--- config.mk ---
export PLATFORM = sky130hd
export DESIGN_NAME = window_watchdog_supervisor
export DESIGN_NICKNAME = d
export VERILOG_FILES = /design/src/wwdt_pkg.sv /design/src/window_watchdog_supervisor.sv /design/src/window_timer.sv
export SDC_FILE = /design/constraint.sdc
export NUM_CORES = 1
export LEC_CHECK = 0
export BUFFER_PORTS_ARGS = -buffer_cell sky130_fd_sc_hd__buf_2
export CAP_MARGIN = 20
export CORE_UTILIZATION = 52
export DETAILED_ROUTE_END_ITERATION = 16
export GPL_TIMING_DRIVEN = 0
export MAX_ROUTING_LAYER = met4
export PLACE_DENSITY_LB_ADDON = 0.1
export SKIP_LAST_GASP = 1
export SYNTH_ARGS = -nofsm -noshare
export SYNTH_HDL_FRONTEND = slang
export SYNTH_SLANG_ARGS = --single-unit
--- constraint.sdc ---
create_clock -name clock -period 2.8 [get_ports clock]
set_input_delay 0.84 -clock clock [delete_from_list [all_inputs] [get_ports clock]]
set_output_delay 0.84 -clock clock [all_outputs]
set_load 0.02 [all_outputs]
--- src/wwdt_pkg.sv ---
package wwdt_pkg;
  localparam int unsigned CLK_HZ = 100_000_000;        // system clock rate
  localparam int unsigned CYC_PER_US = CLK_HZ / 1_000_000;
  localparam int unsigned CYC_PER_MS = CLK_HZ / 1_000;
  localparam int unsigned FAULT_DELAY_US = 5;          // overvoltage fault delay
  localparam int unsigned WIPE_PULSE_US = 5;           // wipe pulse width limit
  localparam int unsigned FAULT_DELAY_CYC = FAULT_DELAY_US * CYC_PER_US;
  localparam int unsigned WIPE_PULSE_CYC = WIPE_PULSE_US * CYC_PER_US;
  localparam int unsigned SHORT_FAULT_MS = 50;         // early kick fault pulse
  localparam int unsigned LONG_FAULT_MS = 100;         // late kick fault pulse
  localparam int unsigned LATE_FACTOR = 10;            // late limit over early limit
  localparam int unsigned WIN_OPTIONS = 13;            // watchdog window options
  localparam int unsigned HOLD_OPTIONS = 15;           // reset hold options
  localparam int unsigned OPT_W = 4;                   // option select width
  localparam logic [OPT_W-1:0] WIN_SEL_RST = 4'h3;     // plain default: 8/80 ms
  localparam logic [OPT_W-1:0] HOLD_SEL_RST = 4'h2;    // plain default: 10 ms
  localparam int unsigned CNT_W = 33;                  // wide enough for 40960 ms
  // reset hold options in ms, index 0 is option 1
  localparam int unsigned HOLD_MS [HOLD_OPTIONS] = '{1, 5, 10, 15, 20, 50, 100, 150,
                                                     200, 250, 300, 500, 750, 1000, 1500};
endpackage

--- src/window_watchdog_supervisor.sv ---
// supervisor: latched surge fault, supply hold, window watchdog
module window_watchdog_supervisor
  import wwdt_pkg::*;
#(
  parameter int unsigned WIN_SEL_DEFAULT = 3,   // option index 0..12
  parameter int unsigned HOLD_SEL_DEFAULT = 2   // option index 0..14
) (
  input wire logic clock,
  input wire logic rst_n,
  input wire logic rail_over,        // comparator: rail above upper threshold
  input wire logic rail_under,       // comparator: rail below lower threshold
  input wire logic fault_wipe_n,     // active-low latch clear
  input wire logic kick_input,       // watchdog kick from host
  input wire logic [OPT_W-1:0] win_sel,   // window option, 0..12
  input wire logic [OPT_W-1:0] hold_sel,  // hold option, 0..14
  output logic surge_fault_latch_n,  // open-drain output level
  output logic surge_fault_oe,       // high while pulling low
  output logic supply_hold_n,
  output logic supply_hold_oe,
  output logic kick_fault_n,
  output logic kick_fault_oe
);
  // refuse fallback options that the tables do not hold
  if (WIN_SEL_DEFAULT >= WIN_OPTIONS) begin : g_bad_win
    $error("bad window option");
  end
  if (HOLD_SEL_DEFAULT >= HOLD_OPTIONS) begin : g_bad_hold
    $error("bad hold option");
  end

  // reset release through two flops
  logic rs1_q, rs2_q;
  always_ff @(posedge clock or negedge rst_n) begin
    if (!rst_n) begin
      rs1_q <= 1'b0;
      rs2_q <= 1'b0;
    end else begin
      rs1_q <= 1'b1;
      rs2_q <= rs1_q;
    end
  end
  wire srst_n = rs2_q;

  // thresholds are placed symmetrically upstream; both arrive as levels
  wire rail_out = rail_over | rail_under;

  // out-of-range selects fall back to the defaults
  wire [OPT_W-1:0] win_idx = (win_sel < OPT_W'(WIN_OPTIONS)) ? win_sel
                             : OPT_W'(WIN_SEL_DEFAULT);
  wire [OPT_W-1:0] hold_idx = (hold_sel < OPT_W'(HOLD_OPTIONS)) ? hold_sel
                              : OPT_W'(HOLD_SEL_DEFAULT);

  // early limit doubles per option, late is tenfold
  wire [CNT_W-1:0] early_limit = CNT_W'(CYC_PER_MS) << win_idx;
  wire [CNT_W-1:0] late_limit = CNT_W'(early_limit * LATE_FACTOR);

  // hold time lookup, one entry per option
  logic [CNT_W-1:0] hold_tab [HOLD_OPTIONS];
  genvar gi;
  generate
    for (gi = 0; gi < HOLD_OPTIONS; gi++) begin : g_hold
      assign hold_tab[gi] = CNT_W'(64'(HOLD_MS[gi]) * 64'(CYC_PER_MS));
    end
  endgenerate
  wire [CNT_W-1:0] reset_hold_time = hold_tab[hold_idx];

  // overvoltage persistence counter; 10 bits since 500 cycles overflow a byte
  logic [9:0] ov_cnt_q;
  wire ov_qual = rail_over && (ov_cnt_q == 10'(FAULT_DELAY_CYC - 1));
  always_ff @(posedge clock or negedge rst_n) begin
    if (!rst_n) begin
      ov_cnt_q <= 10'h000;
    end else if (!srst_n || !rail_over) begin
      ov_cnt_q <= 10'h000;        // glitch below the delay restarts it
    end else if (!ov_qual) begin
      ov_cnt_q <= ov_cnt_q + 10'h001;
    end
  end

  // wipe low-time counter, saturating just past the limit
  logic [9:0] wipe_cnt_q;
  wire wipe_long = (wipe_cnt_q >= 10'(WIPE_PULSE_CYC));
  always_ff @(posedge clock or negedge rst_n) begin
    if (!rst_n) begin
      wipe_cnt_q <= 10'h000;
    end else if (!srst_n || fault_wipe_n) begin
      wipe_cnt_q <= 10'h000;
    end else if (!wipe_long) begin
      wipe_cnt_q <= wipe_cnt_q + 10'h001;
    end
  end
  wire wipe_hit = (wipe_cnt_q == 10'(WIPE_PULSE_CYC - 1)) && !fault_wipe_n;

  // surge latch: set wins, wipe ignored during overvoltage
  logic surge_q;
  wire surge_set = ov_qual;
  wire surge_clr = wipe_hit && !rail_over;
  always_ff @(posedge clock or negedge rst_n) begin
    if (!rst_n) begin
      surge_q <= 1'b0;
    end else if (!srst_n) begin
      surge_q <= 1'b0;
    end else if (surge_set) begin
      surge_q <= 1'b1;
    end else if (surge_clr) begin
      surge_q <= 1'b0;
    end
  end

  // supply hold: low while out of window or long wipe, then hold time
  wire hold_cause = rail_out || wipe_long;
  wire hold_busy;
  logic hold_low_q;
  logic hold_cause_q;
  // reload at the end of the cause, count hold time afterwards
  wire hold_load = hold_cause_q && !hold_cause;
  window_timer #(.WIDTH(CNT_W)) u_hold (
    .clock(clock),
    .rst_n(rst_n),
    .load(hold_load),
    .load_val(reset_hold_time),
    .busy(hold_busy),
    .done()
  );
  always_ff @(posedge clock or negedge rst_n) begin
    if (!rst_n) begin
      hold_cause_q <= 1'b1;       // reset counts as a cause, so the hold time runs after it
      hold_low_q <= 1'b1;         // held in reset from power-up
    end else if (!srst_n) begin
      hold_cause_q <= 1'b1;
      hold_low_q <= 1'b1;
    end else begin
      hold_cause_q <= hold_cause;
      if (hold_cause) begin
        hold_low_q <= 1'b1;
      end else if (!hold_load && !hold_busy && !hold_cause_q) begin
        hold_low_q <= 1'b0;
      end
    end
  end
  // a long wipe issued too soon only restarts the hold; host keeps spacing
  wire hold_release = hold_low_q && !hold_cause && !hold_load && !hold_busy
                      && !hold_cause_q;

  // kick falling-edge detect
  logic kick_q;
  always_ff @(posedge clock or negedge rst_n) begin
    if (!rst_n) begin
      kick_q <= 1'b1;
    end else begin
      kick_q <= kick_input;
    end
  end
  wire kick_fall = kick_q && !kick_input;   // host kicks per window

  // interval timer counts up from the last kick
  logic [CNT_W-1:0] ivl_q;
  logic armed_q;          // set the cycle after release, so timing runs from the release
  wire fault_busy;
  wire wd_run = !hold_low_q && !fault_busy;
  wire too_early = kick_fall && armed_q && (ivl_q < early_limit);
  wire too_late = kick_fall && armed_q && (ivl_q > late_limit);
  wire timeout = wd_run && !kick_fall && (ivl_q >= late_limit);
  wire start_short = wd_run && too_early;
  wire start_long = wd_run && (too_late || timeout);
  always_ff @(posedge clock or negedge rst_n) begin
    if (!rst_n) begin
      ivl_q <= '0;
      armed_q <= 1'b0;
    end else if (!srst_n || hold_low_q || hold_release) begin
      ivl_q <= '0;
      armed_q <= 1'b0;
    end else if (fault_busy || start_long || start_short) begin
      ivl_q <= '0;
      armed_q <= 1'b0;
    end else if (kick_fall) begin
      ivl_q <= '0;
      armed_q <= 1'b1;
    end else begin
      ivl_q <= ivl_q + 1'b1;
      armed_q <= armed_q | (ivl_q == '0);
    end
  end

  // kick fault pulse timer
  wire [CNT_W-1:0] fault_len = start_short ? CNT_W'(SHORT_FAULT_MS * CYC_PER_MS)
                                           : CNT_W'(LONG_FAULT_MS * CYC_PER_MS);
  window_timer #(.WIDTH(CNT_W)) u_fault (
    .clock(clock),
    .rst_n(rst_n),
    .load(start_short || start_long),
    .load_val(fault_len),
    .busy(fault_busy),
    .done()
  );

  // output registers, open-drain style
  always_ff @(posedge clock or negedge rst_n) begin
    if (!rst_n) begin
      surge_fault_latch_n <= 1'b1;
      supply_hold_n <= 1'b0;
      kick_fault_n <= 1'b1;
    end else begin
      surge_fault_latch_n <= ~surge_q;
      supply_hold_n <= ~hold_low_q;
      kick_fault_n <= ~fault_busy;  // deasserted in window
    end
  end
  assign surge_fault_oe = ~surge_fault_latch_n;
  assign supply_hold_oe = ~supply_hold_n;
  assign kick_fault_oe = ~kick_fault_n;
endmodule

--- src/window_timer.sv ---
// one-shot down-counter used for the hold time and the kick fault pulse
module window_timer
  import wwdt_pkg::*;
#(
  parameter int unsigned WIDTH = CNT_W
) (
  input wire logic clock,
  input wire logic rst_n,
  input wire logic load,
  input wire logic [WIDTH-1:0] load_val,
  output logic busy,
  output logic done
);
  logic [WIDTH-1:0] cnt_q;
  logic [WIDTH-1:0] cnt_d;
  wire at_one = (cnt_q == {{(WIDTH-1){1'b0}}, 1'b1});

  // refuse a counter too narrow to count down
  if (WIDTH < 2) begin : g_bad_width
    $error("window_timer width too small");
  end

  // load wins over a running count
  assign cnt_d = load ? load_val : (cnt_q != '0) ? cnt_q - 1'b1 : cnt_q;

  // count register
  always_ff @(posedge clock or negedge rst_n) begin
    if (!rst_n) begin
      cnt_q <= '0;
    end else begin
      cnt_q <= cnt_d;
    end
  end

  assign busy = (cnt_q != '0);
  assign done = at_one & ~load;   // one-cycle pulse as count expires
endmodule

==> run_results.csv <==
group,metric,value,unit
status,status,"finished, violations left",
status,violations,"design-rule violations, negative setup slack",
detailed_routing,vias_per_cell,5.86,
floorplanning,core_area,18100,µm²
critical_path,end_kind,"register",
worst_hold_path,hp-class,"register to register",
placement,gp_congestion,0.911,
yosys,synthDistinctLibCells,69,
yosys,synth_area_leader_cell,"dfrtp_1",
cts,cts_buffers,17,
sta,final.min_clock_period,6.07,ns
grt,track_usage,26.1,%
sta,fmax,0.165,GHz
cts,clk_latency,0.42,ns
critical_path,reg2reg_slack,-0.50,ns
floorplanning,initial_core_util,53.5,%
yosys,yosys_warnings,0,
yosys,synth_top_area_share,32.0,%
sta,slew_headroom,44.1,%
final_layout,synthToLayoutAreaGrowth,23.8,%
critical_path,crit_top_cell,"ha_4",
final_layout,layout_commonest_cell,"dfrtp_1",
final_layout,antenna_cells,0,
final_layout,final_util,66.2,%
yosys,ys.flop_type,"dfrtp_1",
placement,place_area,10400,µm²
floorplanning,die_area,19200,µm²
sta,hold_slack,0.346,ns
yosys,synth.area.top_cells,"dfrtp_1 32%, ha_1 14%, xnor2_1 6.2%",
critical_path,required,3.15,ns
power,ir_worst_vdd,0.000391,V
sta,hold_viol_final,0,
final_layout,layout-drive-gt1-share,19.2,%
detailed_routing,detail-route-antenna-nets,0,
placement,place_inst,1382,
cts,cts_root_buffer,"clkbuf_16",
grt,grt.overflow.total,0,
detailed_routing,firstDrtPassIters,10,
grt,antenna_found_initial,0,
yosys,syn-instance-count,1134,
floorplanning,pin_count,20,
grt,grt_pass1_wl,39800,µm
critical_path,critPathMaxFanout,5,
critical_path,cp.arrival,6.42,ns
floorplanning,dieWidth,139,µm
detailed_routing,vias,8532,
grt,grt_start_max_net_pins,71,
sta,maxSlewViolCount,0,
placement,dpl.hpwl,16600,µm
yosys,synthArstFlopShare,100,%
final_layout,final_nets,1340,
final_layout,mostFrequentLayoutCells,"123 x dfrtp_1, 106 x nor2_1, 98 x ha_1, 86 x nand2_1, 69 x xnor2_1",
detailed_routing,drt_iter0_markers,594,
final_layout,final_cell_area,12000,µm²
yosys,ys_seq_area_share,33.3,%
critical_path,cp-start-kind,"input pin",
yosys,synth_area_per_cell,8.56,µm²
detailed_routing,drt_wl_total,23600,µm
yosys,syn_area,9710,µm²
cts,tritoncts,"built",
final_layout,fin_cells,1457,
power,power,5.77,mW
sta,fin_skew,0.00896,ns
sta,rsz0062_at_grt,"yes",
power,power_density,480,nW/µm²
cts,ctsHtreeMaxLevel,4,
sta,worst_slack,-3.27,ns
sta,setup_viol,50,
sta,period_share,217,%
yosys,ys_ff_latch,129,
job,cap_viol_max_count,0,
floorplanning,fp.dieH,139,µm
detailed_routing,wl_per_cell,16.2,µm
critical_path,path_class,"input pin to register",
cts,cts.clk_slew.worst_paths,0.06,ns
yosys,synth_edf_count,0,
placement,portBuffers,17,
critical_path,cp_slowest_cell,"or4_4",
cts,clk_path_buf_depth,2,
floorplanning,std_cell_rows,49,
cts,cts_sinks,129,
power,leakage,5.27,nW
sta,worstMarginPinSlew,0.831,ns
detailed_routing,drc_errors,4,
critical_path,slowest_delay,0.59,ns
grt,grt_pass1_vias,8063,
-- cell usage after synthesis (16+ instances only) --
library cell	count
ha_1	110
nor3_1	42
or3_1	24
dfrtp_1	124
nand4_1	21
nor2_1	139
clkbuf_1	25
nand3_1	44
nand2_1	89
o21ai_0	53
xnor2_1	69
inv_1	65
xor2_1	49
nor4_1	26
nand2b_1	16
a21oi_1	63
-- area by class of cell --
cell class,count,area [µm²]
Inverter,66,251
Timing Repair Buffer,63,572
Clock inverter,11,114
Clock buffer,21,450
Sequential cell,129,3240
Fill cell,1509,6130
Multi-Input combinational cell,909,6900
Buffer,29,205
Tap cell,229,287
-- per-layer routing --
layer | track usage (%) | routed length [µm]
met1 | 37.3 | 11700
met2 | 39.2 | 10800
met3 | 4.11 | 861
met4 | 5.15 | 202
met5 | - | 0
-- state kept, by name, indices dropped and copies added (netlist names) --
register,count
armed_q,1
hold_cause_q,1
hold_low_q,1
ivl_q,33
kick_fault_n,1
kick_q,1
ov_cnt_q,10
rs1_q,1
rs2_q,1
supply_hold_n,1
surge_fault_latch_n,1
surge_q,1
u_fault.cnt_q,33
u_hold.cnt_q,33
wipe_cnt_q,10
-- final timing paths --
path                                           to  cells after the start        startpoint
max in group asynchronous            hold_cause_q                      2             rst_n
worst max register to register  u_fault.cnt_q[11]                      8  u_fault.cnt_q[6]
worst max-delay path                     ivl_q[7]                     29        win_sel[3]
min in group asynchronous        u_fault.cnt_q[3]                      1             rst_n
worst min-delay path                        rs2_q                      0             rs1_q
worst min register to register              rs2_q                      0             rs1_q
-- per-stage QoR --
step | TNS, ns | setup WS, ns
floorplan | -134.94 | -2.96
global placement | -309.35 | -4.14
detailed placement | -196.98 | -4.12
CTS | -139.49 | -3.05
global route | -156.99 | -3.42
finish | -149.08 | -3.27
-- timing repair --
| item | in CTS | in global routing |
|---|---|---|
| buffers inserted | 26 | 17 |
| hold buffers | 0 | 0 |
| endpoints found under the setup margin | 86 | 80 |
| pin swaps | 34 | 32 |
| gates cloned | 2 | 0 |
| resized for setup | 76 | 69 |
-- power by group --
group | switching [mW] | total, mW | internal (mW)
combinational | 0.842 | 1.49 | 0.650
clock | 0.805 | 2.13 | 1.32
sequential | 0.156 | 2.15 | 1.99
total | 1.80 | 5.77 | 3.96
-- cells by family after synthesis --
logic type | count (synthesis) | share of synthesized area (%)
flops | 129 | 33.3
fa+ha+maj | 111 | 14.4
compound gates | 208 | 13.5
mux | 1 | 0.116
xor+xnor | 118 | 10.6
other cells | 1 | 0.0386
buf+inv | 97 | 3.81
simple gates | 469 | 24.2
-- critical path: cells and delay by family --
family	cells	cell delay, ns
AND/OR/NAND/NOR	9	1.97
AO/OA/AOI/OAI	9	1.86
buffers and inverters	7	0.85
adder cells (fa/ha/maj)	4	0.88
No activity file was read; power rests on OpenSTA's default activity.
